### src/isl_pkg.sv
// Shared types and constants for the instruction-state and byte-lane block.
// Assumes a 32-bit core data bus and a single core clock domain.
package isl_pkg;

  // ----------------------------------------------------------------
  // Instruction state and access sizes
  // ----------------------------------------------------------------
  typedef enum logic {ST_WIDE = 1'b0, ST_COMPACT = 1'b1} isa_state_t;
  typedef enum logic [1:0] {SZ_BYTE = 2'h0, SZ_HALF = 2'h1, SZ_WORD = 2'h2} acc_size_t;

  // ----------------------------------------------------------------
  // Exceptions and the modes they enter
  // ----------------------------------------------------------------
  typedef enum logic [2:0] {
    EX_RESET = 3'h0, EX_UNDEFINED_INSTRUCTION_TRAP = 3'h1, EX_TRAP = 3'h2, EX_PABT = 3'h3,
    EX_DABT = 3'h4, EX_IRQ = 3'h6, EX_FIQ = 3'h7
  } exc_kind_t;
  typedef enum logic [2:0] {
    MD_SVC = 3'h0, MD_UND = 3'h1, MD_ABT = 3'h2, MD_IRQ = 3'h3, MD_FIQ = 3'h4
  } exc_mode_t;
  localparam int NUM_EXC_MODES = 5;

  // ----------------------------------------------------------------
  // Compact-set decode classes
  // ----------------------------------------------------------------
  typedef enum logic [3:0] {
    DK_NONE = 4'h0, DK_LS_IMM = 4'h1, DK_LS_HALF = 4'h2, DK_LOAD_PC = 4'h3,
    DK_LS_SP = 4'h4, DK_ADDR_GEN = 4'h5, DK_PUSH = 4'h6, DK_POP = 4'h7,
    DK_BX = 4'h8
  } dec_kind_t;

  // ----------------------------------------------------------------
  // Counts, steps and reset values
  // ----------------------------------------------------------------
  localparam logic [31:0] WIDE_STEP = 32'h0000_0004;
  localparam logic [31:0] COMPACT_STEP = 32'h0000_0002;
  localparam logic [31:0] WIDE_PC_MASK = 32'hffff_fffc;
  localparam logic [31:0] COMPACT_PC_MASK = 32'hffff_fffe;
  localparam logic [31:0] RESET_VECTOR_BASE = 32'h0000_0000;
  localparam logic [3:0] SP_INDEX = 4'hd;
  localparam logic [3:0] PC_INDEX = 4'hf;
  localparam logic [3:0] LANES_ALL = 4'hf;
  localparam logic [3:0] LANES_LOW_HALF = 4'h3;
  localparam logic [3:0] LANES_HIGH_HALF = 4'hc;
  localparam logic [1:0] LAST_LANE = 2'h3;

  // ----------------------------------------------------------------
  // Compact instruction field positions
  // ----------------------------------------------------------------
  localparam int OFF5_LSB = 6;
  localparam int RB_LSB = 3;
  localparam int RD_LSB = 0;
  localparam int RD8_LSB = 8;
  localparam int LOAD_BIT = 11;
  localparam int BYTE_BIT = 12;
  localparam int EXTRA_REG_BIT = 8;
  localparam int HI_SRC_BIT = 6;

endpackage

### src/lane_if.sv
// Carrier between the core logic and the byte-lane mapper.
// Assumes both ends sit in the same clock domain; all signals are combinational.
`timescale 1ns/1ps
interface lane_if;
  import isl_pkg::*;
  logic [1:0] addr_low;
  acc_size_t size;
  logic big_endian;
  logic [31:0] store_data;
  logic [31:0] bus_word;
  logic [3:0] lanes;
  logic [31:0] lane_data;
  logic [31:0] load_data;

  modport core (output addr_low, size, big_endian, store_data, bus_word,
                input lanes, lane_data, load_data);
  modport mapper (input addr_low, size, big_endian, store_data, bus_word,
                  output lanes, lane_data, load_data);
endinterface

### src/instr_state_endian_lanes.sv
// Instruction-state control, compact-set load/store/stack decode and
// data bus byte-lane mapping for a 32-bit core.
// Assumes the register file, mode logic and memory system sit outside and
// that all inputs are synchronous to i_sys_clk.
//
// Notes on behaviour
// - Wide state fetches word-aligned 32-bit instructions.
// - Compact state fetches halfword-aligned 16-bit instructions.
// - In compact state program counter bit 1 picks the halfword.
// - Switching state touches neither mode nor register contents.
// - Branch-exchange with operand bit 0 set enters compact state.
// - Branch-exchange with operand bit 0 clear enters wide state.
// - Exception return restores compact state if entered from it.
// - Any exception enters wide state, saves counter to link, jumps to vector.
// - Memory is bytes upward from zero, four per word.
// - Byte order follows the control register big-endian bit.
// - Big-endian: byte 0 on bits 31..24, word named by top byte.
// - Little-endian: byte 0 on bits 7..0.
// - Immediate offsets: seven bits word, six halfword, five byte.
// - Counter- or stack-relative word loads take a ten-bit offset.
// - Address generation adds ten-bit offset to stack or counter.
// - Push may add link register; pop may load counter and branch.
// - Compact branch-exchange takes target from low or high register.
// - Compact state: counter bit 0 reads zero.
// - Wide state: counter bits 1..0 read zero.
`timescale 1ns/1ps
module instr_state_endian_lanes
  import isl_pkg::*;
#(
  parameter logic [31:0] VECTOR_BASE = RESET_VECTOR_BASE
) (
  // Clock and reset
  input wire logic i_sys_clk,
  input wire logic i_rstn,
  // System control
  input wire logic i_big_endian,
  // Instruction fetch
  input wire logic i_fetch_advance,
  input wire logic [31:0] i_fetch_word,
  output logic [31:0] o_fetch_addr,
  output logic [31:0] o_instr,
  output logic [31:0] o_pc,
  output logic o_state_compact,
  // Branch-exchange
  input wire logic i_bx_valid,
  input wire logic [31:0] i_bx_operand,
  // Exception entry and return
  input wire logic i_exc_valid,
  input wire logic [2:0] i_exc_kind,
  input wire logic i_ret_valid,
  input wire logic [2:0] i_ret_mode,
  input wire logic [31:0] i_ret_addr,
  output logic o_link_we,
  output logic [2:0] o_link_mode,
  output logic [31:0] o_link_value,
  // Compact-set decode
  output logic [3:0] o_dec_kind,
  output logic o_dec_load,
  output logic [1:0] o_dec_size,
  output logic [2:0] o_dec_rd,
  output logic [3:0] o_dec_base,
  output logic [9:0] o_dec_offset,
  output logic [7:0] o_dec_reglist,
  output logic o_dec_extra_reg,
  output logic [3:0] o_bx_reg_index,
  // Data access request
  input wire logic i_mem_req,
  input wire logic i_mem_write,
  input wire logic [1:0] i_mem_size,
  input wire logic [31:0] i_mem_addr,
  input wire logic [31:0] i_store_data,
  input wire logic i_mem_rdata_valid,
  input wire logic [31:0] i_mem_rdata,
  // Data bus towards memory
  output logic o_bus_req,
  output logic o_bus_write,
  output logic [31:0] o_bus_addr,
  output logic [3:0] o_bus_lanes,
  output logic [31:0] o_bus_wdata,
  output logic [31:0] o_load_data
);

  // ----------------------------------------------------------------
  // Lane mapper instances
  // ----------------------------------------------------------------
  lane_if data_lp ();
  lane_if fetch_lp ();

  byte_lane_map data_map (
    .lp(data_lp.mapper)
  );
  byte_lane_map fetch_map (
    .lp(fetch_lp.mapper)
  );

  // ----------------------------------------------------------------
  // Instruction state and program counter
  // ----------------------------------------------------------------
  isa_state_t state_reg, state_next;
  logic [31:0] pc_reg, pc_next;
  logic [NUM_EXC_MODES-1:0] saved_reg, saved_next;
  logic link_we_reg, link_we_next;
  logic [2:0] link_mode_reg, link_mode_next;
  logic [31:0] link_value_reg, link_value_next;
  exc_mode_t exc_mode;
  logic [31:0] pc_raw;

  // Exception kind to the mode it enters
  always_comb begin
    unique case (exc_kind_t'(i_exc_kind))
      EX_RESET, EX_TRAP: exc_mode = MD_SVC;
      EX_UNDEFINED_INSTRUCTION_TRAP: exc_mode = MD_UND;
      EX_PABT, EX_DABT: exc_mode = MD_ABT;
      EX_IRQ: exc_mode = MD_IRQ;
      EX_FIQ: exc_mode = MD_FIQ;
      default: exc_mode = MD_UND;
    endcase
  end

  // Next state: exception beats return beats branch-exchange beats advance
  always_comb begin
    state_next = state_reg;
    pc_raw = pc_reg;
    saved_next = saved_reg;
    link_we_next = 1'b0;
    link_mode_next = link_mode_reg;
    link_value_next = link_value_reg;
    if (i_exc_valid) begin
      state_next = ST_WIDE;
      pc_raw = VECTOR_BASE + {27'h000_0000, i_exc_kind, 2'h0};
      link_we_next = 1'b1;
      link_mode_next = exc_mode;
      link_value_next = pc_reg;
      saved_next[exc_mode] = (state_reg == ST_COMPACT);
    end else if (i_ret_valid) begin
      state_next = (i_ret_mode < 3'(NUM_EXC_MODES)) && saved_reg[i_ret_mode] ?
                   ST_COMPACT : ST_WIDE;
      pc_raw = i_ret_addr;
    end else if (i_bx_valid) begin
      // operand bit 0 picks the state
      state_next = i_bx_operand[0] ? ST_COMPACT : ST_WIDE;
      pc_raw = i_bx_operand;
    end else if (i_fetch_advance) begin
      pc_raw = pc_reg + ((state_reg == ST_COMPACT) ? COMPACT_STEP : WIDE_STEP);
    end
    // clear the low counter bits for the new state
    pc_next = pc_raw & ((state_next == ST_COMPACT) ? COMPACT_PC_MASK : WIDE_PC_MASK);
  end

  // Reset is itself an exception: wide state, counter at the reset vector.
  // only state, counter, saved-state flags and the link request move here; modes and registers stay outside.
  always_ff @(posedge i_sys_clk or negedge i_rstn) begin
    if (!i_rstn) begin
      state_reg <= ST_WIDE;
      pc_reg <= VECTOR_BASE;
      saved_reg <= '0;
      link_we_reg <= 1'b0;
      link_mode_reg <= MD_SVC;
      link_value_reg <= 32'h0000_0000;
    end else begin
      state_reg <= state_next;
      pc_reg <= pc_next;
      saved_reg <= saved_next;
      link_we_reg <= link_we_next;
      link_mode_reg <= link_mode_next;
      link_value_reg <= link_value_next;
    end
  end

  assign o_pc = pc_reg;
  assign o_state_compact = (state_reg == ST_COMPACT);
  assign o_link_we = link_we_reg;
  assign o_link_mode = link_mode_reg;
  assign o_link_value = link_value_reg;

  // ----------------------------------------------------------------
  // Fetch path
  // ----------------------------------------------------------------
  logic [31:0] fetch_addr_reg, fetch_addr_next;
  logic [31:0] instr_reg, instr_next;

  // counter bit 1 picks the halfword through the lane mapper
  assign fetch_lp.addr_low = {pc_next[1], 1'b0};
  assign fetch_lp.size = SZ_HALF;
  assign fetch_lp.big_endian = i_big_endian;
  assign fetch_lp.store_data = 32'h0000_0000;
  assign fetch_lp.bus_word = i_fetch_word;

  // Instruction register follows the word returned for the next counter
  always_comb begin
    fetch_addr_next = {pc_next[31:2], 2'h0};
    if (state_next == ST_COMPACT) begin
      // one halfword of the fetched word
      instr_next = fetch_lp.load_data;
    end else begin
      instr_next = i_fetch_word;
    end
  end

  always_ff @(posedge i_sys_clk or negedge i_rstn) begin
    if (!i_rstn) begin
      fetch_addr_reg <= VECTOR_BASE;
      instr_reg <= 32'h0000_0000;
    end else begin
      fetch_addr_reg <= fetch_addr_next;
      instr_reg <= instr_next;
    end
  end

  assign o_fetch_addr = fetch_addr_reg;
  assign o_instr = instr_reg;

  // ----------------------------------------------------------------
  // Compact-set decode of load, store, stack and branch-exchange forms
  // ----------------------------------------------------------------
  dec_kind_t kind_next;
  logic load_next;
  acc_size_t size_next;
  logic [2:0] rd_next;
  logic [3:0] base_next;
  logic [9:0] offset_next;
  logic [7:0] reglist_next;
  logic extra_next;
  logic [3:0] bx_idx_next;
  logic [15:0] ci;
  logic [4:0] off5;
  logic [7:0] word8;

  assign ci = instr_next[15:0];
  assign off5 = ci[OFF5_LSB +: 5];
  assign word8 = ci[7:0];

  // Decodes the instruction about to be registered so fields align with it
  always_comb begin
    kind_next = DK_NONE;
    load_next = ci[LOAD_BIT];
    size_next = SZ_WORD;
    rd_next = ci[RD_LSB +: 3];
    base_next = {1'b0, ci[RB_LSB +: 3]};
    offset_next = 10'h000;
    reglist_next = 8'h00;
    extra_next = 1'b0;
    bx_idx_next = 4'h0;
    if (state_next == ST_COMPACT) begin
      if (ci[15:13] == 3'h3) begin
        // word offset scaled to 7 bits, byte offset 5 bits
        kind_next = DK_LS_IMM;
        size_next = ci[BYTE_BIT] ? SZ_BYTE : SZ_WORD;
        offset_next = ci[BYTE_BIT] ? {5'h00, off5} : {3'h0, off5, 2'h0};
      end else if (ci[15:12] == 4'h8) begin
        // halfword offset scaled to 6 bits
        kind_next = DK_LS_HALF;
        size_next = SZ_HALF;
        offset_next = {4'h0, off5, 1'b0};
      end else if (ci[15:11] == 5'h09) begin
        kind_next = DK_LOAD_PC;
        load_next = 1'b1;
        rd_next = ci[RD8_LSB +: 3];
        base_next = PC_INDEX;
        offset_next = {word8, 2'h0};
      end else if (ci[15:12] == 4'h9) begin
        kind_next = DK_LS_SP;
        rd_next = ci[RD8_LSB +: 3];
        base_next = SP_INDEX;
        offset_next = {word8, 2'h0};
      end else if (ci[15:12] == 4'ha) begin
        // stack or counter plus offset into a low register
        kind_next = DK_ADDR_GEN;
        load_next = 1'b0;
        rd_next = ci[RD8_LSB +: 3];
        base_next = ci[LOAD_BIT] ? SP_INDEX : PC_INDEX;
        offset_next = {word8, 2'h0};
      end else if (ci[15:12] == 4'hb && ci[10:9] == 2'h2) begin
        // push with link register, pop into the counter
        kind_next = ci[LOAD_BIT] ? DK_POP : DK_PUSH;
        base_next = SP_INDEX;
        reglist_next = word8;
        extra_next = ci[EXTRA_REG_BIT];
      end else if (ci[15:8] == 8'h47) begin
        // target from a low or a high register
        kind_next = DK_BX;
        load_next = 1'b0;
        bx_idx_next = {ci[HI_SRC_BIT], ci[RB_LSB +: 3]};
      end
    end
  end

  logic [3:0] kind_reg;
  logic load_reg;
  logic [1:0] size_reg;
  logic [2:0] rd_reg;
  logic [3:0] base_reg;
  logic [9:0] offset_reg;
  logic [7:0] reglist_reg;
  logic extra_reg;
  logic [3:0] bx_idx_reg;

  always_ff @(posedge i_sys_clk or negedge i_rstn) begin
    if (!i_rstn) begin
      kind_reg <= DK_NONE;
      load_reg <= 1'b0;
      size_reg <= SZ_WORD;
      rd_reg <= 3'h0;
      base_reg <= 4'h0;
      offset_reg <= 10'h000;
      reglist_reg <= 8'h00;
      extra_reg <= 1'b0;
      bx_idx_reg <= 4'h0;
    end else begin
      kind_reg <= kind_next;
      load_reg <= load_next;
      size_reg <= size_next;
      rd_reg <= rd_next;
      base_reg <= base_next;
      offset_reg <= offset_next;
      reglist_reg <= reglist_next;
      extra_reg <= extra_next;
      bx_idx_reg <= bx_idx_next;
    end
  end

  assign o_dec_kind = kind_reg;
  assign o_dec_load = load_reg;
  assign o_dec_size = size_reg;
  assign o_dec_rd = rd_reg;
  assign o_dec_base = base_reg;
  assign o_dec_offset = offset_reg;
  assign o_dec_reglist = reglist_reg;
  assign o_dec_extra_reg = extra_reg;
  assign o_bx_reg_index = bx_idx_reg;

  // ----------------------------------------------------------------
  // Data bus lanes
  // ----------------------------------------------------------------
  logic bus_req_reg, bus_req_next;
  logic bus_write_reg, bus_write_next;
  logic [31:0] bus_addr_reg, bus_addr_next;
  logic [3:0] bus_lanes_reg, bus_lanes_next;
  logic [31:0] bus_wdata_reg, bus_wdata_next;
  logic [31:0] load_data_reg, load_data_next;
  acc_size_t load_size_reg, load_size_next;
  logic [1:0] load_low_reg, load_low_next;

  // control-register endian bit steers both mappers
  assign data_lp.big_endian = i_big_endian;
  assign data_lp.addr_low = i_mem_req ? i_mem_addr[1:0] : load_low_reg;
  assign data_lp.size = i_mem_req ? acc_size_t'(i_mem_size) : load_size_reg;
  assign data_lp.store_data = i_store_data;
  assign data_lp.bus_word = i_mem_rdata;

  // Request registered one cycle; the access's size and offset are kept
  // so the returned word can be unpacked later.
  always_comb begin
    bus_req_next = i_mem_req;
    bus_write_next = i_mem_req & i_mem_write;
    bus_addr_next = i_mem_req ? {i_mem_addr[31:2], 2'h0} : bus_addr_reg;
    // active lanes from access size, byte order and low address bits
    bus_lanes_next = i_mem_req ? data_lp.lanes : 4'h0;
    bus_wdata_next = i_mem_req ? data_lp.lane_data : bus_wdata_reg;
    load_size_next = i_mem_req ? acc_size_t'(i_mem_size) : load_size_reg;
    load_low_next = i_mem_req ? i_mem_addr[1:0] : load_low_reg;
    load_data_next = i_mem_rdata_valid ? data_lp.load_data : load_data_reg;
  end

  always_ff @(posedge i_sys_clk or negedge i_rstn) begin
    if (!i_rstn) begin
      bus_req_reg <= 1'b0;
      bus_write_reg <= 1'b0;
      bus_addr_reg <= 32'h0000_0000;
      bus_lanes_reg <= 4'h0;
      bus_wdata_reg <= 32'h0000_0000;
      load_data_reg <= 32'h0000_0000;
      load_size_reg <= SZ_WORD;
      load_low_reg <= 2'h0;
    end else begin
      bus_req_reg <= bus_req_next;
      bus_write_reg <= bus_write_next;
      bus_addr_reg <= bus_addr_next;
      bus_lanes_reg <= bus_lanes_next;
      bus_wdata_reg <= bus_wdata_next;
      load_data_reg <= load_data_next;
      load_size_reg <= load_size_next;
      load_low_reg <= load_low_next;
    end
  end

  assign o_bus_req = bus_req_reg;
  assign o_bus_write = bus_write_reg;
  assign o_bus_addr = bus_addr_reg;
  assign o_bus_lanes = bus_lanes_reg;
  assign o_bus_wdata = bus_wdata_reg;
  assign o_load_data = load_data_reg;

endmodule

### src/byte_lane_map.sv
// Byte-lane mapper: picks active data bus lanes, replicates store data onto them and
// shifts load data from them under big- or little-endian ordering.
// Assumes aligned halfword and word addresses; purely combinational.
`timescale 1ns/1ps
module byte_lane_map
  import isl_pkg::*;
(
  lane_if.mapper lp
);

  logic [1:0] low_lane;
  logic [4:0] shift_bits;

  // ----------------------------------------------------------------
  // Lane selection
  // ----------------------------------------------------------------
  // endian lane choice
  always_comb begin
    low_lane = 2'h0;
    lp.lanes = LANES_ALL;
    unique case (lp.size)
      SZ_BYTE: begin
        // Big-endian puts byte 0 on the top lane, little-endian on the bottom
        low_lane = lp.big_endian ? (LAST_LANE - lp.addr_low) : lp.addr_low;
        lp.lanes = 4'(4'h1 << low_lane);
      end
      SZ_HALF: begin
        low_lane = (lp.addr_low[1] ^ lp.big_endian) ? 2'h2 : 2'h0;
        lp.lanes = low_lane[1] ? LANES_HIGH_HALF : LANES_LOW_HALF;
      end
      default: begin
        // Words and any unused size code take the full bus
        low_lane = 2'h0;
        lp.lanes = LANES_ALL;
      end
    endcase
  end

  // ----------------------------------------------------------------
  // Data steering
  // ----------------------------------------------------------------
  assign shift_bits = {low_lane, 3'h0};

  // Stores replicate the item on every lane so any lane choice is covered
  always_comb begin
    unique case (lp.size)
      SZ_BYTE: lp.lane_data = {4{lp.store_data[7:0]}};
      SZ_HALF: lp.lane_data = {2{lp.store_data[15:0]}};
      default: lp.lane_data = lp.store_data;
    endcase
  end

  // Loads come back right-aligned and zero-extended
  always_comb begin
    unique case (lp.size)
      SZ_BYTE: lp.load_data = {24'h00_0000, 8'(lp.bus_word >> shift_bits)};
      SZ_HALF: lp.load_data = {16'h0000, 16'(lp.bus_word >> shift_bits)};
      default: lp.load_data = lp.bus_word;
    endcase
  end

endmodule

### config.mk
export PLATFORM = sky130hd
export DESIGN_NAME = instr_state_endian_lanes
export DESIGN_NICKNAME = d
export VERILOG_FILES = /design/src/isl_pkg.sv /design/src/lane_if.sv /design/src/instr_state_endian_lanes.sv /design/src/byte_lane_map.sv
export SDC_FILE = /design/constraint.sdc
export NUM_CORES = 1
export LEC_CHECK = 0
export ABC_AREA = 1
export BUFFER_PORTS_ARGS = -buffer_cell sky130_fd_sc_hd__buf_4
export CELL_PAD_IN_SITES_DETAIL_PLACEMENT = 2
export CELL_PAD_IN_SITES_GLOBAL_PLACEMENT = 2
export CORE_ASPECT_RATIO = 1.1
export CORE_MARGIN = 10
export CORE_UTILIZATION = 30
export DETAILED_ROUTE_END_ITERATION = 10
export GPL_TIMING_DRIVEN = 0
export PLACE_DENSITY_LB_ADDON = 0.1
export SLEW_MARGIN = 15
export SYNTH_ARGS = -nofsm -noshare
export SYNTH_HDL_FRONTEND = slang
export SYNTH_HIERARCHICAL = 1
export SYNTH_SLANG_ARGS = --single-unit
### constraint.sdc
create_clock -name i_sys_clk -period 5.15 [get_ports i_sys_clk]
set_input_delay 0.2575 -clock i_sys_clk [delete_from_list [all_inputs] [get_ports i_sys_clk]]
set_output_delay 0.2575 -clock i_sys_clk [all_outputs]
set_load 0.01 [all_outputs]
# Word level (Yosys, flattened, before mapping)
# Cells that the tools add are included.
[word_totals]
regBits = 277
latch_bits = 0
ramBits = 0
mem_bits_ro = 0
in_bits = 210
output_inout_bits = 272
wordCells = 153
mem_count = 0
[op_classes]
n_addsub = 2
multipliers = 0
div = 0
order_cmp = 4
n_eq_ne = 14
shifts = 3
mux = 94
n_bitwise = 4
n_reduce_logical = 7
[op_table]
columns = ["cell", "count"]
rows = [
  ["$mux 32", 5],
  ["$pmux 32 s2", 2],
  ["$mux 4", 25],
  ["$shr 32x5->16", 2],
  ["$mux 10", 6],
  ["$mux 8", 7],
  ["$add 32x3->32", 1],
  ["$and 32x32->32", 1],
  ["$mux 1", 24],
  ["$mux 2", 11],
  ["$mux 3", 7],
  ["$eq 4x4->1 const B", 4],
  ["$pmux 3 s4", 1],
  ["$eq 3x2->1 const B", 3],
  ["$eq 3x3->1 const B", 3],
  ["$eq 8x7->1 const B", 1],
  ["$lt 3x4->1 const B", 2],
  ["$pmux 4 s2", 1],
  ["$mux 7", 1],
  ["$bwmux 5", 1],
  ["$eq 5x4->1 const B", 1],
  ["$pmux 2 s2", 1],
  ["$reduce_or 2->1", 2],
  ["$shl 1x2->4 const A", 1],
  ["other kinds (12)", 15],
]

# Logic depth before layout (Yosys ltp)
# Gate-level depths: netlist (run 1).
[logic_depth]
word_depth = 21
ltp_mapped = 27
mapped_depth_nobuf = 23

# By module
# Netlist (run 1), hierarchy kept.
[modules_own_cells]
columns = ["module", "n_inst", "cells_per_inst", "area_per_inst_um2", "seq_area_each_um2"]
rows = [
  ["instr_state_endian_lanes", 1, 1129, 11056.9, 6133.4],
  ["byte_lane_map", 2, 288, 1293.7, 0.0],
]

# Worst setup path before layout (run 1)
# OpenSTA, ideal clock, no wires.
[synth_timing]
path_kind = "register -> register"
startpoint = "reg state_reg, in the netlist o_state_compact"
endpoint = "reg reglist_reg[6], in the netlist o_dec_reglist[6]"
setup_time_ps = 128
t_arrival_ps = 3196
required_ps = 5022
path_slack_ps = 1826
path_stages_with_launch = 24
path_buffers = 5
synth_period_minus_slack_ps = 3324
cell_sequence = "dfrtp_1 nand2_2 a21oi_4 nand2_2 buf_6 buf_6 buf_4 buf_2 a311oi_1 or2_1 nand3_1 buf_4 nand3_1 nand2_1 nand2_1 inv_1 nand3_1 nand2_4 nor2_4 nand2_4 nand2_2 nor2_8 nand3_4 nor2_2"
[synth_between]
elab_chain_cells = 20
word_cells_on_any_way = 30
cone_classes = "add/sub: 1; eq/ne: 7; shift: 1; mux: 18; bitwise: 2; reduce/logical: 1"
[synth_lines]
columns = ["item", "line_no", "source"]
rows = [
  ["from (decl)", "instr_state_endian_lanes.sv:99", "isa_state_t state_reg, state_next;"],
  ["from (signal assigned)", "instr_state_endian_lanes.sv:161", "state_reg <= state_next;"],
  ["$mux 3", "instr_state_endian_lanes.sv:144", "pc_raw = pc_reg + ((state_reg == ST_COMPACT) ? COMPACT_STEP : WIDE_STEP);"],
  ["$add 32x3->32", "instr_state_endian_lanes.sv:144", ""],
  ["$mux 32", "instr_state_endian_lanes.sv:143", "end else if (i_fetch_advance) begin"],
  ["$mux 32", "instr_state_endian_lanes.sv:139", "end else if (i_bx_valid) begin"],
  ["$mux 32", "instr_state_endian_lanes.sv:135", "end else if (i_ret_valid) begin"],
  ["$mux 32", "instr_state_endian_lanes.sv:128", "if (i_exc_valid) begin"],
  ["$and 32x32->32 *", "instr_state_endian_lanes.sv:147", "pc_next = pc_raw & ((state_next == ST_COMPACT) ? COMPACT_PC_MASK : WIDE_PC_MASK);"],
  ["named net pc_next[1]", "instr_state_endian_lanes.sv:100", "logic [31:0] pc_reg, pc_next;"],
  ["(+3 left out)", "--", ""],
  ["named net fetch_lp.load_data[14]", "lane_if.sv:13", "logic [31:0] load_data;"],
  ["(+3 left out)", "--", ""],
  ["$mux 8", "instr_state_endian_lanes.sv:273", "end else if (ci[15:12] == 4'hb && ci[10:9] == 2'h2) begin"],
  ["$mux 8", "instr_state_endian_lanes.sv:266", "end else if (ci[15:12] == 4'ha) begin"],
  ["$mux 8", "instr_state_endian_lanes.sv:261", "end else if (ci[15:12] == 4'h9) begin"],
  ["$mux 8", "instr_state_endian_lanes.sv:255", "end else if (ci[15:11] == 5'h09) begin"],
  ["$mux 8", "instr_state_endian_lanes.sv:250", "end else if (ci[15:12] == 4'h8) begin"],
  ["$mux 8 *", "instr_state_endian_lanes.sv:245", "if (ci[15:13] == 3'h3) begin"],
  ["$mux 8 *", "instr_state_endian_lanes.sv:244", "if (state_next == ST_COMPACT) begin"],
  ["named net reglist_next[6]", "instr_state_endian_lanes.sv:222", "logic [7:0] reglist_next;"],
  ["to (signal assigned)", "instr_state_endian_lanes.sv:316", "reglist_reg <= reglist_next;"],
  ["to (decl)", "instr_state_endian_lanes.sv:294", "logic [7:0] reglist_reg;"],
]
# The timed path passes the listed nets; every way through them passes the cells marked *.
# A chain may end at the register's enable or synchronous reset.

# Worst setup path after layout (run 1)
[layout_timing]
startpoint = "reg state_reg, in the netlist o_state_compact"
endpoint = "reg base_reg[0], in the netlist o_dec_base[0]"
[layout_between]
elab_chain_cells = 20
word_cells_on_any_way = 30
cone_classes = "add/sub: 1; eq/ne: 7; shift: 1; mux: 18; bitwise: 2; reduce/logical: 1"
[layout_lines]
columns = ["item", "line_no", "source"]
rows = [
  ["$mux 3", "instr_state_endian_lanes.sv:144", ""],
  ["$add 32x3->32", "instr_state_endian_lanes.sv:144", ""],
  ["$mux 32", "instr_state_endian_lanes.sv:143", ""],
  ["$mux 32", "instr_state_endian_lanes.sv:139", ""],
  ["$mux 32", "instr_state_endian_lanes.sv:135", ""],
  ["$mux 32", "instr_state_endian_lanes.sv:128", ""],
  ["$and 32x32->32 *", "instr_state_endian_lanes.sv:147", ""],
  ["named net pc_next[1]", "instr_state_endian_lanes.sv:100", ""],
  ["(+3 left out)", "--", ""],
  ["named net fetch_lp.load_data[9]", "lane_if.sv:13", ""],
  ["(+1 left out)", "--", ""],
  ["named net instr_next[9]", "instr_state_endian_lanes.sv:180", "logic [31:0] instr_reg, instr_next;"],
  ["(+2 left out)", "--", ""],
  ["$mux 4 *", "instr_state_endian_lanes.sv:273", ""],
  ["$mux 4 *", "instr_state_endian_lanes.sv:266", ""],
  ["$mux 4 *", "instr_state_endian_lanes.sv:261", ""],
  ["$mux 4 *", "instr_state_endian_lanes.sv:255", ""],
  ["$mux 4 *", "instr_state_endian_lanes.sv:250", ""],
  ["$mux 4 *", "instr_state_endian_lanes.sv:245", ""],
  ["$mux 4 *", "instr_state_endian_lanes.sv:244", ""],
  ["named net base_next[0]", "instr_state_endian_lanes.sv:220", "logic [3:0] base_next;"],
  ["to (signal assigned)", "instr_state_endian_lanes.sv:314", "base_reg <= base_next;"],
  ["to (decl)", "instr_state_endian_lanes.sv:292", "logic [3:0] base_reg;"],
]
# Marked as above.

==> flow_summary.json, run 1 <==
{
  "cts_tree": "yes",
  "timing.fmax_mhz": 233.6,
  "grt_setup_unrepaired": "false",
  "final_cell_mix": "518 x buf_4, 482 x nand2_1, 243 x dfrtp_1",
  "synth_area_mm2": 0.01326,
  "drt_iter0_drc": 646,
  "drt-total-wl_mm": 71.74,
  "route.vias.total": 13890,
  "ant_nets": 0,
  "fin_ws_ns": 0.8696,
  "p_per_area_mw_per_mm2": 311.3,
  "grt_usage": 0.2630,
  "clk_pin_slew_ns": 0.06,
  "cap_violations": 0,
  "grt_pass1_vias": 15840,
  "slew_headroom": 0.3018,
  "grt_max_degree": 90,
  "hold_path.class": "primary input to register",
  "post_cts_resized": 0,
  "clk_latency_ns": 0.57,
  "leakage_nw": 10.11,
  "route.detailed.drc": 0,
  "final_nets": 2428,
  "clock-sinks": 245,
  "crit_required_ns": 5.59,
  "ys_warn_count": 6,
  "firstDrtPassIters": 4,
  "cp_max_fo": 10,
  "antenna_found_initial": 9,
  "placed_cell_area_mm2": 0.01761,
  "grt-ovfl-total": 0,
  "n_fill_cell": 4868,
  "port-buffer-count": 471,
  "placementRows": 80,
  "fin_hold_ws_ns": 0.02534,
  "avgSynthCellArea_um2": 8.192,
  "grt_pass1_wl_mm": 105.2,
  "hold_viol_final": 0,
  "clockRootBuffer": "clkbuf_16",
  "outcome": "completed",
  "total_power_mw": 6.061,
  "die_area_mm2": 0.05300,
  "syn-instance-count": 1618,
  "cts_htree_levels": 1,
  "finalMaxSlewViolations": 0,
  "final_common_cell": "buf_4",
  "routed_via_density": 4.929,
  "startpoint_type": "register",
  "tns_ns": 0,
  "synthToLayoutAreaGrowth_pct": 46.88,
  "dp_hpwl_mm": 52.11,
  "start_util": 0.3044,
  "setup_violations": 0,
  "cts_buffers": 30,
  "core_mm2": 0.04354,
  "fp.dieH_um": 240.5,
  "tightest_slew_ns": 1.047,
  "crit_arrival_ns": 4.72,
  "fin_crit_sh": 0.8312,
  "cts_buffer_depth": 3,
  "ir_worst_vdd_mv": 0.2069,
  "fin_crit_ns": 4.280,
  "die_w_um": 220.4,
  "final_layout_size_suffix_gt1_frac": 0.3391,
  "wire_per_inst_um": 25.46,
  "boundaryPins": 482,
  "path_class": "register to register",
  "cp-end-kind": "register",
  "skew_ns": 0.01743,
  "post-cts-setup-buffers": 0,
  "dp_slack_ns": 0.9154,
  "postLayoutCellArea_mm2": 0.01947,
  "gp_congestion": 0.8518
}
==> critical path, stage by stage (launching register included) <==
cell	delay (ns)
dfrtp_1	0.48
nand2_2	0.11
a21oi_4	0.24
nand2_2	0.09
buf_6	0.15
buf_6	0.14
buf_4	0.18
buf_2	0.23
a311oi_1	0.44
or2_1	0.19
nand3_1	0.21
buf_4	0.25
nand3_1	0.08
nand2_1	0.07
nand2_1	0.18
inv_1	0.09
o21ai_1	0.33
nor2_2	0.15
nand2_1	0.15
nand4_1	0.10
nand2_1	0.17
nand2_1	0.09
==> final timing paths <==
| kind | startpoint | end | slack (ns) | cells after the start |
|---|---|---|---|---|
| max in group asynchronous | i_rstn | o_dec_size[1] | 3.84 | 3 |
| setup / recovery | o_state_compact | o_dec_base[0] | 0.87 | 21 |
| hold reg to reg | o_link_value[22] | o_link_value[22] | 0.48 | 2 |
| setup reg to reg | o_state_compact | o_dec_base[0] | 0.87 | 21 |
| min in group asynchronous | i_rstn | o_bus_addr[24] | 0.34 | 2 |
| hold / removal | i_bx_operand[29] | o_fetch_addr[29] | 0.03 | 5 |
==> per-stage QoR <==
| stage | std cells | util |
|---|---|---|
| 4_1_cts | 2812 | 0.4468 |
| 3_5_place_dp | 2674 | 0.4043 |
| 5_1_grt | 2816 | 0.4470 |
| 3_3_place_gp | 2672 | 0.4029 |
| 6_report | 2818 | 0.4472 |
| 2_1_floorplan | 1627 | - |
==> layout make-up <==
| cell class | count | area (µm²) | area share |
|---|---|---|---|
| repair buffers | 556 | 4429 | 0.2275 |
| diodes | 6 | 15.01 | 0.0007712 |
| well taps | 574 | 718.2 | 0.03689 |
| inverters | 176 | 660.6 | 0.03393 |
| plain buffers | 120 | 762.0 | 0.03914 |
| clock inverters | 12 | 147.6 | 0.007583 |
| clock buffers | 43 | 870.8 | 0.04473 |
| flip-flops and latches | 245 | 6133 | 0.3150 |
| multi-input cells | 1086 | 5733 | 0.2945 |
==> power breakdown <==
group,internal [mW],switching [mW],total (mW)
Combinational,0.682,0.868,1.55
Sequential,2.12,0.155,2.27
Clock,1.32,0.915,2.24
==> layer usage <==
layer	vias to the layer above	wire (µm)	global-route usage
met3	87	5504	0.06952
met1	7043	27340	0.2971
li1	6344	-	-
met4	4	1905	0.07703
met2	412	36970	0.4727
met5	-	14	0
==> repair_timing <==
action | CTS | global route
hold endpoints to repair | 168 | 0
setup endpoints to repair | 0 | 0
hold buffers | 83 | 0
Note: power is estimated with default switching activity, not from simulation.
==> inputs of run 2 (changes only) <==
Settings changed: CORE_UTILIZATION 30 to 25.
Clock period 5.15 ns to 3.75 ns, I/O delays scaled along.
==> run 2 against run 1 <==
Against the previous run:
- worst setup slack got worse by 0.60 ns
- critical path depth rose by 3
- routed wire length fell by 2.4%
- hold slack got worse by 0.013 ns
- register-to-register slack got worse by 0.60 ns
- first-iteration DRC count fell by 26%
- sequential power rose by 37%
- via count rose by 1.4%
- clock power rose by 34%
- total power rose by 37%
- design area rose by 6.0%
==> flow_summary.json, run 2 (synthesized netlist as in run 1, its figures left out) <==
{
  "outcome": "completed",
  "placementRows": 88,
  "p_per_area_mw_per_mm2": 403.3,
  "instances_no_fill": 3015,
  "boundaryPins": 482,
  "fin_crit_sh": 0.9289,
  "cap_violations": 0,
  "drt-total-wl_mm": 69.98,
  "grt_max_degree": 95,
  "final_cell_mix": "524 x buf_4, 479 x nand2_1, 242 x dfrtp_1",
  "route.vias.total": 14090,
  "dp_hpwl_mm": 53.36,
  "dp_slack_ns": -0.4293,
  "hold_viol_final": 0,
  "grt-ovfl-total": 0,
  "die_area_mm2": 0.06264,
  "slew_headroom": 0.4340,
  "hold_path.class": "primary input to register",
  "cp_cell_sequence": "nand2_1 > nand3_1 > nand3_2 > nand2_4 > nand2_2 > buf_6 > buf_6 > buf_6 > a311oi_4 > nand2_2 > nand2_2 > inv_4 > a21oi_1 > nand2_1 > nand2_1 > nand3_1 > nand2_4 > inv_4 > nand2_1 > nor2_4 > nor2_8 > nand2_4 > nand2_1 > nand2_1",
  "startpoint_type": "register",
  "clk_pin_slew_ns": 0.06,
  "core_mm2": 0.05252,
  "cp_max_fo": 19,
  "cts_buffers": 31,
  "p_sw_frac": 0.3189,
  "gp_congestion": 0.8046,
  "crit_arrival_ns": 3.96,
  "cts_buffer_depth": 3,
  "slowest_stage": "dfrtp_1",
  "skew_ns": 0.01867,
  "share_clk_of_total_power": 0.362,
  "timing.fmax_mhz": 287.1,
  "setup_violations": 0,
  "fin_ws_ns": 0.2666,
  "clockRootBuffer": "clkbuf_16",
  "combPwrFrac": 0.264,
  "cts_htree_levels": 1,
  "cp-end-kind": "register",
  "route.detailed.drc": 0,
  "ant_nets": 0,
  "p_sw_mw": 2.654,
  "clock-sinks": 245,
  "fin_crit_ns": 3.483,
  "final_nets": 2525,
  "tightest_slew_ns": 0.8491,
  "ir_worst_vdd_mv": 0.3644,
  "max_stage_delay_ns": 0.36,
  "synthToLayoutAreaGrowth_pct": 55.64,
  "start_util": 0.2524,
  "fp.dieH_um": 261.5,
  "critPathBufInv": 5,
  "grt_pass1_vias": 15800,
  "finalMaxSlewViolations": 0,
  "dp.cells": 2775,
  "routed_via_density": 4.674,
  "grt_setup_unrepaired": "true",
  "cts_tree": "yes",
  "crit_family": "simple AND/OR/NAND/NOR gates",
  "antenna_found_initial": 8,
  "firstDrtPassIters": 4,
  "leakage_nw": 10.52,
  "path_common_cell": "nand2_1",
  "grt_pass1_wl_mm": 103.6,
  "grt_usage": 0.2169,
  "clk_latency_ns": 0.59,
  "drt_iter0_drc": 475,
  "port-buffer-count": 471,
  "final_common_cell": "buf_4",
  "crit_required_ns": 4.23,
  "final_layout_size_suffix_gt1_frac": 0.3368,
  "wire_per_inst_um": 23.21,
  "path_class": "register to register",
  "utilization": 0.3928,
  "p_int_mw": 5.666,
  "die_w_um": 239.5,
  "seqPwrFrac": 0.374
}
-- run 2: layer usage --
| metal | track usage | vias up | wire, µm |
|---|---|---|---|
| li1 | - | 6555 | - |
| met1 | 0.2532 | 7089 | 27680 |
| met2 | 0.3960 | 365 | 36400 |
| met3 | 0.05551 | 74 | 4908 |
| met4 | 0.03698 | 8 | 947 |
| met5 | 0 | - | 51 |
-- run 2: final cells by class --
| cell class | instances | area, µm² |
|---|---|---|
| fillers | 5882 | 31890 |
| clock inverters | 17 | 126.4 |
| inverters | 176 | 665.6 |
| well taps | 675 | 844.6 |
| flip-flops and latches | 245 | 6135 |
| clock buffers | 41 | 893.4 |
| multi-input cells | 1087 | 5824 |
| diodes | 3 | 7.507 |
| plain buffers | 119 | 764.5 |
| repair buffers | 652 | 5370 |
-- run 2: final timing paths --
path	slack, ns	endpoint	start	depth (start not counted)
worst max-delay path	0.27	o_dec_rd[2]	saved_reg[2]	24
worst min-delay path	0.01	o_load_data[11]	i_mem_rdata_valid	2
worst max register to register	0.27	o_dec_rd[2]	saved_reg[2]	24
worst min register to register	0.49	o_link_value[1]	o_link_value[1]	2
max in group asynchronous	2.53	o_dec_size[1]	i_rstn	3
min in group asynchronous	0.24	o_load_data[22]	i_rstn	2
-- run 2: power by group through the flow --
stage	clock [mW]	sequential [mW]	combinational (mW)
global route	3.22	3.14	2.41
floorplan	0	3.22	0.787
detailed placement	0	3.16	2.01
global placement	0	3.14	1.96
finish	3.01	3.11	2.20
CTS	3.11	3.11	2.19
-- run 2: metrics by stage --
| step | TNS [ns] | power (mW) | area [µm²] | hold WS (ns) |
|---|---|---|---|---|
| after floorplan | 0 | 4.006 | 13290 | -0.1081 |
| after global placement | -8.780 | 5.098 | 17670 | 0.3082 |
| after detailed placement | -11.49 | 5.168 | 17730 | 0.2821 |
| after CTS | 0 | 8.410 | 20470 | 0.0004928 |
| after global routing | -0.06233 | 8.772 | 20630 | 0.01064 |
| final | 0 | 8.320 | 20630 | 0.01212 |
-- run 2: timing repair --
item / in CTS / in global routing
setup endpoints to repair: 38 / 36
gates cloned: 0 / 1
pin swaps: 1 / 7
buffers inserted: 1 / 7
resized for setup: 4 / 19
hold endpoints to repair: 244 / 1
hold buffers: 170 / 1
==> inputs of run 3 (changes only) <==
Settings changed: CORE_UTILIZATION 25 to 24, SYNTH_HIERARCHICAL 1 to unset.
==> run 3 against run 2 <==
Against the previous run:
- clock power rose by 11%
- routed wire length fell by 5.5%
- via count fell by 7.5%
- design area fell by 7.4%
- fmax fell by 1.8%
- non-clock buffer count fell by 14
- first-iteration DRC count rose by 48%
- total power fell by 0.57%
- hold slack improved by 0.014 ns
- largest cell class is now sequential cells
==> flow_summary.json, run 3 <==
{
  "synth_area_mm2": 0.01167,
  "fin_ws_ns": 0.2021,
  "fin_crit_sh": 0.9461,
  "cp-startpoint": "i_exc_valid",
  "route.vias.total": 13040,
  "cts_htree_levels": 1,
  "outcome": "completed",
  "final_cell_mix": "510 x buf_4, 358 x nand2_1, 242 x dfrtp_1",
  "antenna_found_initial": 5,
  "routed.top_layer": "met5",
  "drt-total-wl_mm": 66.14,
  "synth_top_area_frac": 0.5210,
  "ys_warn_count": 0,
  "cp-end-kind": "register",
  "timing.fmax_mhz": 281.9,
  "path_class": "primary input to register",
  "skew_ns": 0.01222,
  "rr_startpoint": "o_state_compact",
  "final_nets": 2321,
  "final_common_cell": "buf_4",
  "die_w_um": 230.3,
  "fp.dieH_um": 251.3,
  "grt_pass1_wl_mm": 98.65,
  "hold_viol_final": 0,
  "wl_met1_mm": 26.85,
  "leakage_nw": 9.401,
  "cts_buffers": 31,
  "ys_seq_elements": 245,
  "utilization": 0.3985,
  "slew_headroom": 0.4629,
  "cap_violations": 0,
  "wire_per_inst_um": 23.80,
  "ys_types": 50,
  "gp_congestion": 0.8285,
  "cts_tree": "yes",
  "clock-sinks": 245,
  "tns_ns": 0,
  "core_mm2": 0.04793,
  "grt-ovfl-total": 0,
  "dp_hpwl_mm": 48.07,
  "ant_nets": 0,
  "ys.flop_type": "dfrtp_1",
  "crit_required_ns": 4.25,
  "boundaryPins": 482,
  "grt_pass1_vias": 14900,
  "final_layout_size_suffix_gt1_frac": 0.2986,
  "synth_top_area_cell": "dfrtp_1",
  "firstDrtPassIters": 4,
  "p_per_area_mw_per_mm2": 433.1,
  "grt_max_degree": 95,
  "met3_length_mm": 3.581,
  "setup_violations": 0,
  "clockRootBuffer": "clkbuf_16",
  "synthToLayoutAreaGrowth_pct": 63.65,
  "dr_wl_met2_mm": 33.76,
  "fin_crit_ns": 3.548,
  "clk_pin_slew_ns": 0.06,
  "port-buffer-count": 473,
  "clk_latency_ns": 0.59,
  "crit_arrival_ns": 4.05,
  "route.detailed.drc": 0,
  "cp_max_fo": 10,
  "min_from": "i_bx_operand[13]",
  "drt_iter0_drc": 702,
  "grt_usage": 0.2214,
  "cts_buffer_depth": 3,
  "dp_slack_ns": 0.2591,
  "placementRows": 84,
  "synthTopCellsByCount": "358 x nand2_1, 243 x dfrtp_1, 149 x o21ai_0, 140 x inv_1, 104 x nor2_1",
  "ir_worst_vdd_mv": 0.2781,
  "synth_edf_count": 0,
  "grt_setup_unrepaired": "false",
  "syn-instance-count": 1411,
  "ys_top_cells_by_area": "dfrtp_1 52%, nand2_1 12%, o21ai_0 6.4%",
  "seq_area_frac_synth": 0.5255,
  "avgSynthCellArea_um2": 8.272,
  "hold_path.class": "primary input to register",
  "placed_cell_area_mm2": 0.01611,
  "synth_async_sr_flop_share": 1.000,
  "start_util": 0.2435,
  "die_area_mm2": 0.05786,
  "finalMaxSlewViolations": 0,
  "startpoint_type": "primary input",
  "tightest_slew_ns": 0.8057,
  "routed_via_density": 4.693,
  "yosysMostFrequentCell": "nand2_1",
  "postLayoutCellArea_mm2": 0.01910
}
[run 3: cell count changes in the layout (fill, tap and decap cells not counted), sizes merged, moves of 16 or more]
cell | previous run | this run
nand2 | 497 | 370
a31oi | 4 | 27
mux2 | 98 | 0
o21ai | 135 | 164
inv | 177 | 151
nand3 | 73 | 57
buf | 558 | 526
[run 3: worst max-delay path: stages]
cell,delay [ns]
dlygate4sd3_1,0.52
buf_4,0.10
buf_2,0.22
inv_1,0.23
nand3_1,0.50
inv_1,0.29
nor2_2,0.45
clkbuf_1,0.67
o211ai_1,0.19
dlygate4sd3_1,0.60
o21ai_0,0.07
[run 3: logic make-up (layout without fill, tap and decap cells)]
logic type      after synthesis  after routing  share of synthesized area
simple gates                594            594                     0.2179
compound gates              316            316                     0.1543
buf+inv                     249            963                    0.09520
flops                       245            245                     0.5255
fa+ha+maj                     3              3                   0.003859
xor+xnor                      3              3                   0.002895
other cells                   1             10                  0.0003213
[run 3: per-layer routing]
metal / global-route usage / up-vias
met5: 0 / -
met4: 0.06863 / 4
met3: 0.04855 / 87
met2: 0.3952 / 358
met1: 0.2593 / 6636
li1: - / 5956
[run 3: worst paths after layout]
check | cells after the start | slack (ns) | to
max in group asynchronous | 3 | 2.59 | o_dec_size[1]
worst min-delay path | 5 | 0.03 | o_fetch_addr[13]
min in group asynchronous | 2 | 0.17 | o_bus_addr[2]
worst max-delay path | 11 | 0.20 | o_fetch_addr[19]
worst max register to register | 14 | 0.32 | o_fetch_addr[21]
worst min register to register | 2 | 0.48 | o_bus_wdata[0]
[run 3: per-stage QoR]
stage	power, mW	instances	hold slack, ns
4_1_cts	8.364	2774	0.003563
5_1_grt	8.671	2777	0.05573
3_3_place_gp	4.741	2534	0.3073
2_1_floorplan	3.749	1416	-0.1081
6_report	8.273	2779	0.02650
3_5_place_dp	4.793	2536	0.2197
[run 3: timing repair]
item,4_1_cts,5_1_grt
resized for setup,0,7
endpoints found under the setup margin,0,10
buffers inserted,0,1
endpoints found under the hold margin,245,0
hold buffers,183,0
[run 3: area by class of cell]
cell class / instances / area (µm²)
plain buffers: 98 / 544.3
repair buffers: 659 / 5453
diodes: 4 / 10.01
flip-flops and latches: 245 / 6135
multi-input cells: 922 / 4463
fillers: 5405 / 28830
inverters: 151 / 566.8
well taps: 645 / 807.0
clock inverters: 13 / 224.0
clock buffers: 42 / 897.1
[run 3: power by group]
group	internal (mW)	switching, mW
sequential	2.88	0.182
clock	2.07	1.27
combinational	0.833	1.04
total	5.79	2.49
